<file path="config.mk">
export PLATFORM = sky130hd
export DESIGN_NAME = sensor_ui_status_registers
export DESIGN_NICKNAME = d
export VERILOG_FILES = /design/src/rtl/sensor_ui_pkg.sv /design/src/rtl/sensor_ui_status_registers.sv
export VERILOG_INCLUDE_DIRS = /design/src /design/src/rtl
export SDC_FILE = /design/constraint.sdc
export NUM_CORES = 1
export LEC_CHECK = 0
export BUFFER_PORTS_ARGS = -buffer_cell sky130_fd_sc_hd__clkbuf_2
export CORE_UTILIZATION = 48
export CTS_CLUSTER_DIAMETER = 200
export DETAILED_ROUTE_END_ITERATION = 10
export PLACE_DENSITY = 0.81
export SYNTH_ARGS = -nofsm -noshare
export SYNTH_HDL_FRONTEND = slang
export SYNTH_SLANG_ARGS = --single-unit
export TNS_END_PERCENT = 5
</file>
<file path="constraint.sdc">
create_clock -name CLK -period 1.4 [get_ports CLK]
set_input_delay 0.21 -clock CLK [delete_from_list [all_inputs] [get_ports CLK]]
set_output_delay 0.21 -clock CLK [all_outputs]
set_load 0.05 [all_outputs]
</file>
<file path="src/rtl/sensor_ui_regs.svh">
// Purpose: offsets, field positions, limits of the sensor status bank
// Assumes: byte-wide register port, 8-bit addresses
// Notes: included by the bank module only
`ifndef SENSOR_UI_REGS_SVH
`define SENSOR_UI_REGS_SVH

// ----------------------------------------
// register offsets
// ----------------------------------------
`define ADDR_GLOBAL_EVENTS 8'h11
`define ADDR_CHAN_FLAGS    8'h12
`define ADDR_BODY_HYS_FLAGS 8'h13
`define ADDR_HYS_RES_LO    8'h14
`define ADDR_HYS_RES_HI    8'h15
`define ADDR_MAG_FLAGS     8'h16
`define ADDR_MAG_RES_LO    8'h17
`define ADDR_MAG_RES_HI    8'h18
`define ADDR_TEMP_FLAGS    8'h19
`define ADDR_TEMP_RES_LO   8'h1a
`define ADDR_TEMP_RES_HI   8'h1b

// ----------------------------------------
// field positions
// ----------------------------------------
`define EV_CAP_BIT     0
`define EV_BODY_BIT    1
`define EV_MAG_BIT     2
`define EV_HYS_BIT     4
`define CH_TOUCH_LSB   4
`define CH_PROX_LSB    0
`define BODY_STANDOFF_BIT 4
`define BODY_QREL_BIT  2
`define BODY_MOVE_BIT  1
`define BODY_HALT_BIT  0
`define HYS_SIGN_BIT   7
`define HYS_TOUCH_BIT  6
`define HYS_PROX_BIT   5
`define MAG_TOUCH_BIT  2
`define MAG_PROX_BIT   1
`define MAG_POL_BIT    0
`define TEMP_TRIP_BIT  7

// ----------------------------------------
// values
// ----------------------------------------
`define RESET_BYTE        8'h00
`define RESET_WORD        16'h0000
`define MAG_RESULT_MAX    16'h1f40
`define TEMP_OFFSET_EARLY 16'h0064
`define TEMP_OFFSET_LATE  16'h0028

`endif

</file>
<file path="src/rtl/sensor_ui_pkg.sv">
// Purpose: state type of the sensor status bank
// Assumes: nothing
// Notes: constants live in sensor_ui_regs.svh
package sensor_ui_pkg;

	typedef struct packed {
		logic [2:0]  ch_touch;
		logic [2:0]  ch_prox;
		logic        standoff;
		logic        quick_rel;
		logic        movement;
		logic        filt_halt;
		logic        hys_mode;
		logic        hys_sign;
		logic        hys_touch;
		logic        hys_prox;
		logic [15:0] hys_result;
		logic        mag_touch;
		logic        mag_prox;
		logic        mag_pol;
		logic [15:0] mag_result;
		logic        temp_trip;
		logic [15:0] temp_result;
		logic        ev_cap;
		logic        ev_body;
		logic        ev_mag;
		logic        ev_hys;
		logic [7:0]  rdata;
		logic        rvalid;
		logic        wr_ignored;
	} bank_state_t;

endpackage

</file>
<file path="src/rtl/sensor_ui_status_registers.sv">
// Purpose: read-only event flag and result bank of a proximity sensor
// Assumes: engine inputs and register port share CLK; UPD is a one-cycle pulse
// Notes: writes are acknowledged and discarded
//
// Summary of operation
// - global event bits 2,1,0 flag pending service
// - bits 6..4 are channel 2..0 touch
// - bits 2..0 are channel 2..0 proximity
// - body flags: standoff, quick release, movement, halt
// - hysteresis bit 7 is delta direction sign
// - hysteresis bits 6,5 are touch and proximity
// - hysteresis result word, low byte first
// - magnetic bits 2,1 are touch and proximity
// - magnetic bit 0: north 0, south 1
// - flip-chip build parameter inverts the polarity bit
// - magnetic result word, little endian, up to 8000
// - temperature flag bit 7 marks a trip
// - temperature result word, low byte first
// - calibrated build adds revision offset, 100 or 40
// - global event bit 4 flags hysteresis events
`timescale 1ns/100ps
`include "sensor_ui_regs.svh"

module sensor_ui_status_registers #(
	parameter logic        FLIP_CHIP   = 1'b0,
	parameter logic        CALIBRATED  = 1'b0,
	parameter logic [15:0] TEMP_OFFSET = `TEMP_OFFSET_EARLY
) (
	input  wire logic        CLK,
	input  wire logic        RST,
	input  wire logic        CE,
	input  wire logic        UPD,
	input  wire logic [2:0]  CH_TOUCH,
	input  wire logic [2:0]  CH_PROX,
	input  wire logic        STANDOFF,
	input  wire logic        QUICK_REL,
	input  wire logic        MOVEMENT,
	input  wire logic        FILT_HALT,
	input  wire logic        HYS_MODE,
	input  wire logic        HYS_SIGN,
	input  wire logic        HYS_TOUCH,
	input  wire logic        HYS_PROX,
	input  wire logic [15:0] HYS_RESULT,
	input  wire logic        MAG_TOUCH,
	input  wire logic        MAG_PROX,
	input  wire logic        MAG_SOUTH,
	input  wire logic [15:0] MAG_RESULT,
	input  wire logic        TEMP_TRIP,
	input  wire logic [15:0] TEMP_RAW,
	input  wire logic [7:0]  ADDR,
	input  wire logic        RD,
	input  wire logic        WR,
	output logic [7:0]       RDATA,
	output logic             RVALID,
	output logic             WR_IGNORED
);

	// ----------------------------------------
	// state
	// ----------------------------------------
	sensor_ui_pkg::bank_state_t st_ff;
	sensor_ui_pkg::bank_state_t nxt_st;

	logic [7:0]  chan_byte;
	logic [7:0]  body_byte;
	logic [7:0]  hys_byte;
	logic [7:0]  mag_byte;
	logic [7:0]  temp_byte;
	logic [7:0]  event_byte;
	logic [7:0]  read_mux;
	logic        mag_pol_in;
	logic [15:0] mag_clamped;
	logic [15:0] temp_value;
	logic        ev_rd_clear;

	// ----------------------------------------
	// register images
	// ----------------------------------------
	genvar gi;
	generate
		for (gi = 0; gi < 3; gi++) begin : g_chan
			assign chan_byte[`CH_TOUCH_LSB + gi] = st_ff.ch_touch[gi];
			assign chan_byte[`CH_PROX_LSB + gi]  = st_ff.ch_prox[gi];
		end
	endgenerate
	assign chan_byte[7] = 1'b0;
	assign chan_byte[3] = 1'b0;

	always_comb begin
		body_byte = `RESET_BYTE;
		body_byte[`BODY_STANDOFF_BIT] = st_ff.standoff;
		body_byte[`BODY_QREL_BIT]     = st_ff.quick_rel;
		body_byte[`BODY_MOVE_BIT]     = st_ff.movement;
		body_byte[`BODY_HALT_BIT]     = st_ff.filt_halt;
		hys_byte = `RESET_BYTE;
		hys_byte[`HYS_SIGN_BIT]  = st_ff.hys_sign;
		hys_byte[`HYS_TOUCH_BIT] = st_ff.hys_touch;
		hys_byte[`HYS_PROX_BIT]  = st_ff.hys_prox;
		mag_byte = `RESET_BYTE;
		mag_byte[`MAG_TOUCH_BIT] = st_ff.mag_touch;
		mag_byte[`MAG_PROX_BIT]  = st_ff.mag_prox;
		mag_byte[`MAG_POL_BIT]   = st_ff.mag_pol;
		temp_byte = `RESET_BYTE;
		temp_byte[`TEMP_TRIP_BIT] = st_ff.temp_trip;
		event_byte = `RESET_BYTE;
		event_byte[`EV_CAP_BIT]  = st_ff.ev_cap;
		event_byte[`EV_BODY_BIT] = st_ff.ev_body;
		event_byte[`EV_MAG_BIT]  = st_ff.ev_mag;
		event_byte[`EV_HYS_BIT]  = st_ff.ev_hys;
	end

	// ----------------------------------------
	// read decode
	// ----------------------------------------
	always_comb begin
		case (ADDR)
			`ADDR_GLOBAL_EVENTS:  read_mux = event_byte;
			`ADDR_CHAN_FLAGS:     read_mux = chan_byte;
			`ADDR_BODY_HYS_FLAGS: read_mux = st_ff.hys_mode ? hys_byte : body_byte;
			`ADDR_HYS_RES_LO:     read_mux = st_ff.hys_result[7:0];
			`ADDR_HYS_RES_HI:     read_mux = st_ff.hys_result[15:8];
			`ADDR_MAG_FLAGS:      read_mux = mag_byte;
			`ADDR_MAG_RES_LO:     read_mux = st_ff.mag_result[7:0];
			`ADDR_MAG_RES_HI:     read_mux = st_ff.mag_result[15:8];
			`ADDR_TEMP_FLAGS:     read_mux = temp_byte;
			`ADDR_TEMP_RES_LO:    read_mux = st_ff.temp_result[7:0];
			`ADDR_TEMP_RES_HI:    read_mux = st_ff.temp_result[15:8];
			default:              read_mux = `RESET_BYTE;
		endcase
	end

	// ----------------------------------------
	// engine input conditioning
	// ----------------------------------------
	assign mag_pol_in  = MAG_SOUTH ^ FLIP_CHIP;
	assign mag_clamped = (MAG_RESULT > `MAG_RESULT_MAX) ? `MAG_RESULT_MAX : MAG_RESULT;
	assign temp_value  = CALIBRATED ? 16'(TEMP_RAW + TEMP_OFFSET) : TEMP_RAW;
	assign ev_rd_clear = RD && (ADDR == `ADDR_GLOBAL_EVENTS);

	// ----------------------------------------
	// next state
	// ----------------------------------------
	always_comb begin
		nxt_st = st_ff;
		nxt_st.rvalid     = 1'b0;
		nxt_st.wr_ignored = 1'b0;
		if (ev_rd_clear) begin
			nxt_st.ev_cap  = 1'b0;
			nxt_st.ev_body = 1'b0;
			nxt_st.ev_mag  = 1'b0;
			nxt_st.ev_hys  = 1'b0;
		end
		if (RD) begin
			nxt_st.rdata  = read_mux;
			nxt_st.rvalid = 1'b1;
		end
		if (WR) begin
			nxt_st.wr_ignored = 1'b1;
		end
		if (UPD) begin
			nxt_st.ch_touch    = CH_TOUCH;
			nxt_st.ch_prox     = CH_PROX;
			nxt_st.standoff    = STANDOFF;
			nxt_st.quick_rel   = QUICK_REL;
			nxt_st.movement    = MOVEMENT;
			nxt_st.filt_halt   = FILT_HALT;
			nxt_st.hys_mode    = HYS_MODE;
			nxt_st.hys_sign    = HYS_SIGN;
			nxt_st.hys_touch   = HYS_TOUCH;
			nxt_st.hys_prox    = HYS_PROX;
			nxt_st.hys_result  = HYS_RESULT;
			nxt_st.mag_touch   = MAG_TOUCH;
			nxt_st.mag_prox    = MAG_PROX;
			nxt_st.mag_pol     = mag_pol_in;
			nxt_st.mag_result  = mag_clamped;
			nxt_st.temp_trip   = TEMP_TRIP;
			nxt_st.temp_result = temp_value;
			// set wins over the read clear
			if ({CH_TOUCH, CH_PROX} != {st_ff.ch_touch, st_ff.ch_prox}) begin
				nxt_st.ev_cap = 1'b1;
			end
			if (!HYS_MODE && ({STANDOFF, QUICK_REL, MOVEMENT, FILT_HALT} !=
				{st_ff.standoff, st_ff.quick_rel, st_ff.movement, st_ff.filt_halt})) begin
				nxt_st.ev_body = 1'b1;
			end
			if ({MAG_TOUCH, MAG_PROX, mag_pol_in} !=
				{st_ff.mag_touch, st_ff.mag_prox, st_ff.mag_pol}) begin
				nxt_st.ev_mag = 1'b1;
			end
			if (HYS_MODE && ({HYS_SIGN, HYS_TOUCH, HYS_PROX} !=
				{st_ff.hys_sign, st_ff.hys_touch, st_ff.hys_prox})) begin
				nxt_st.ev_hys = 1'b1;
			end
		end
		if (!CE) begin
			nxt_st = st_ff;
		end
	end

	// ----------------------------------------
	// state register
	// ----------------------------------------
	always_ff @(posedge CLK) begin
		if (RST) begin
			st_ff <= '0;
		end else begin
			st_ff <= nxt_st;
		end
	end

	assign RDATA      = st_ff.rdata;
	assign RVALID     = st_ff.rvalid;
	assign WR_IGNORED = st_ff.wr_ignored;
endmodule

</file>
Word-level counts from Yosys, hierarchy flattened
Cells that the tools add are included.
{"block": "word_totals", "ram_bits": 0, "elab_cells": 57, "romBits": 0, "out_inout_bits": 10, "latchBits": 0, "ff_bits": 80, "n_memories": 0, "inputBits": 80}
{"block": "op_classes", "addsub": 0, "n_shift": 0, "n_mul": 0, "bitwise_logic": 0, "n_reduce_logical": 6, "div": 0, "magnitude_cmp": 1, "eq_ne": 15, "muxes": 11}
{"cell": "8-bit by 5-bit equality test with 1-bit output, second input constant", "n": 11}
{"cell": "8-bit one-hot mux with 11 select lines", "n": 1}
{"cell": "16-bit by 13-bit > comparator with 1-bit output, second input constant", "n": 1}
{"cell": "16-bit two-way mux", "n": 1}
{"cell": "4-bit two-way mux", "n": 2}
{"cell": "8-bit two-way mux", "n": 1}
{"cell": "1-bit two-way mux", "n": 6}
{"cell": "3-bit inequality test", "n": 2}
{"cell": "6-bit inequality test", "n": 1}
{"cell": "4-bit inequality test", "n": 1}
{"cell": "2-bit AND reduction", "n": 2}
{"cell": "1-bit logical AND", "n": 3}
{"cell": "1-bit zero test", "n": 1}

Longest topological paths before layout
{"block": "depth", "word_depth": 5, "ltp_mapped": 7, "depth_no_buf": 5}

Least setup slack after synthesis
No wires, ideal clock.
{"block": "synth_path", "kind": "input port to flip-flop", "from": "input ADDR[2]", "to": "register st_ff (netlist bit RDATA[5])", "setup_time_ps": 139, "required_ps": 1261, "n_path_buf": 2, "path_slack_ps": -5, "arrival_ps": 1265, "path_stages": 7, "cell_sequence": "nor2b_1 > buf_4 > and2_1 > buf_2 > a22o_1 > a221oi_1 > a221oi_1"}
{"block": "synth_between", "elab_chain_len": 2, "word_cells_on_any_way": 12, "cone_classes": "11 x eq/ne; 1 x mux"}
{"item": "start, declared", "line": "sensor_ui_status_registers.sv:50", "rtl": "input wire logic [7:0] ADDR,"}
{"item": "8-bit by 5-bit equality test with 1-bit output", "line": "sensor_ui_status_registers.sv:116", "rtl": "case (ADDR)"}
{"item": "8-bit one-hot mux with 11 select lines (*)", "line": "sensor_ui_status_registers.sv:116"}
{"item": "end signal, assigned", "line": "sensor_ui_status_registers.sv:207", "rtl": "st_ff <= nxt_st;"}
{"item": "end, declared", "line": "sensor_ui_status_registers.sv:61", "rtl": "sensor_ui_pkg::bank_state_t st_ff;"}
Mark *: on every way between the ends. The rest lies on a longest branch, timed or not.
A chain may end at the register's enable or synchronous reset.

Worst setup path after layout
{"block": "layout_path", "from": "register st_ff[31] (netlist bit)", "to": "register st_ff (netlist bit RDATA[0])"}
{"block": "layout_between", "elab_chain_len": 1}
{"item": "8-bit one-hot mux with 11 select lines", "line": "sensor_ui_status_registers.sv:116"}
No other way between the ends.

==> results_dict.tcl <==
set metrics [dict create \
    layout_commonest_cell "nand2_1" \
    final_antenna_net_count 0 \
    finalMaxSlewViolations 0 \
    cp.arrival_ns 1.59 \
    post_cts_buffers 0 \
    root_buffer "clkbuf_8" \
    cts_tree "done" \
    worst_slack_ns 0.0329 \
    rows 31 \
    finish.utilization_pct 63.0 \
    clock_sinks 80 \
    syn-instance-count 467 \
    period_minus_slack_ns 1.37 \
    p_per_area_nw_per_um2 1050 \
    fin_crit_sh_pct 97.6 \
    status "finished clean" \
    grt_pass1_wl_mm 17.4 \
    stdcell_count 667 \
    cts_buffer_depth 2 \
    dieArea_um2 8170 \
    start_util_pct 50.6 \
    synth_edf_count 0 \
    syn-cell-area_um2 3750 \
    place.gp.congestion 0.884 \
    design_area_um2 4670 \
    ir_drop_mv 0.549 \
    worst_slew_pin_slew_ns 0.406 \
    slew-limit-headroom_pct 72.9 \
    final_cell_mix "nand2_1 (115), clkbuf_2 (89), dfxtp_1 (80)" \
    top_usage_layer "met2" \
    path_class "flip-flop to flip-flop" \
    finalHoldViolations 0 \
    antennaDiodeCount 0 \
    ios 90 \
    crit_slowest_cell "mux4_2" \
    synth-seq-cells 80 \
    drc 0 \
    grt_use_total_pct 27.1 \
    dp_cells 651 \
    p_leak_nw 1.89 \
    final_nets 643 \
    worst_setup_path_end_kind "flip-flop" \
    syn2layout_area_growth_pct 24.4 \
    start_kind "flip-flop" \
    die_w_um 90.4 \
    grt_overflow_total 0 \
    synth_flop_cell "dfxtp_1" \
    worst-path-max-fanout 2 \
    placed_area_um2 4430 \
    path_clk_slew_ns 0.08 \
    crit_required_ns 1.62 \
    crit_buf_inv 0 \
    cts_buffers 9 \
    place_hpwl_mm 8.00 \
    grt_pass1_vias 3494 \
    grt_max_degree 81 \
    firstDrtPassIters 5 \
    via_per_inst 5.52 \
    clock_skew_ns 0.00858 \
    die_h_um 90.4 \
    clk_latency_ns 0.34 \
    htreeDepth 3 \
    rsz0062_at_grt "true" \
    yosys.cell_types.count 54 \
    preCtsSetupSlack_ns -0.278 \
    max_clock_freq_mhz 731 \
    synth_fp_nets 547 \
    grt.met2_usage_pct 43.2 \
    critPathMaxStageDelay_ns 0.49 \
    routed_wirelength_mm 10.6 \
    async_flop_share_pct 0 \
    fillers 677 \
    syn_area_per_cell_um2 8.03 \
    holdCritPathClass "input pin to flip-flop" \
    synth.yosys.seq_area_share_pct 42.7 \
    io_buffers 89 \
    path_delay_family "multiplexers" \
    met1_usage_pct 36.5 \
    setup_viol 0 \
    core_um2 7410 \
    vias 3683 \
    wl_per_cell_um 15.8 \
    grt_antenna_before_repair 0 \
    drtIter0Drc 281 \
    grt_use_met3_pct 4.21 \
    drive_above_1_share_pct 28.0 \
    ys_warn_count 0 \
    drv_cap 0 \
    path_cells "mux4_2 -> a22o_1 -> o21ai_2 -> a21oi_1" \
]
path summary, 6_finish.rpt:
check	from	end	slack, ns	depth (start not counted)
setup reg to reg	st_ff[31]$_SDFFE_PP0P_	RDATA[0]$_SDFFE_PP0P_	0.03	4
hold / removal	HYS_RESULT[13]	st_ff[63]$_SDFFE_PP0P_	0.08	3
hold reg to reg	st_ff[52]$_SDFFE_PP0P_	st_ff[52]$_SDFFE_PP0P_	0.46	2
setup / recovery	st_ff[31]$_SDFFE_PP0P_	RDATA[0]$_SDFFE_PP0P_	0.03	4
synth_stat cells, types with 6 or more instances:
master	instances	area (um2)
xor2_1	8	70.1
a21oi_1	63	315
o21ai_0	7	35.0
dfxtp_1	80	1600
nand3_1	12	60.1
mux2i_1	8	80.1
a221oi_1	6	52.6
nor2_1	30	113
xnor2_1	8	70.1
buf_4	12	90.1
clkbuf_1	22	82.6
inv_1	8	30.0
buf_2	6	30.0
nand2_1	116	435
a22oi_1	13	97.6
final cells by class:
class	count	area, um2	area share, %
sequential	80	1600	34.3
timing repair buffer	126	761	16.3
multi-input combinational	338	1930	41.3
clock buffer	11	141	3.03
tap	99	124	2.65
clock inverter	5	80.1	1.72
inverter	8	30.0	0.644
worst reg2reg max path, delay by kind of cell, from the launching register on:
family / cells / cell delay [ns]
compound gates: 3 / 0.44
mux: 1 / 0.49
flops: 1 / 0.32
layer usage:
layer  vias up  wire [um]  part of all wire, %
met5         -          0                    0
met4         0        290                  2.7
met3        28        784                  7.4
met2       162       4870                   46
met1      1693       4610                   44
li1       1800          -                    -
cells by family after synthesis:
group | count (synthesis) | synth area share (%)
buf+inv | 49 | 6.50
mux | 13 | 3.94
compound gates | 119 | 20.2
flops | 80 | 42.7
simple gates | 190 | 22.9
xor+xnor | 16 | 3.74
what timing repair did:
action,4_1_cts,5_1_grt
hold buffers,0,0
setup endpoints to repair,0,5
gates resized for setup,0,4
registers in the layout, indices dropped and copies added, names as in the netlist:
register    count
RVALID          1
event_byte      4
mag_byte        3
RDATA           8
WR_IGNORED      1
chan_byte       6
st_ff          50
hys_byte        3
body_byte       4
stage by stage:
| stage | hold slack (ns) | setup TNS [ns] | total power (W) |
|---|---|---|---|
| 6_report | 0.0750 | 0 | 0.00492 |
| 3_5_place_dp | 0.438 | -2.78 | 0.00308 |
| 2_1_floorplan | 0.344 | 0 | 0.00278 |
| 3_3_place_gp | 0.434 | -2.29 | 0.00307 |
| 4_1_cts | 0.0598 | 0 | 0.00494 |
| 5_1_grt | 0.0732 | -0.0317 | 0.00513 |
power breakdown:
group	internal, W	total (W)	switching, W	leakage [nW]
Combinational	0.000271	0.000604	0.000333	1.13
Sequential	0.00236	0.00243	0.0000689	0.653
Clock	0.00105	0.00188	0.000827	0.106
Note: power is estimated with default switching activity, not from simulation.
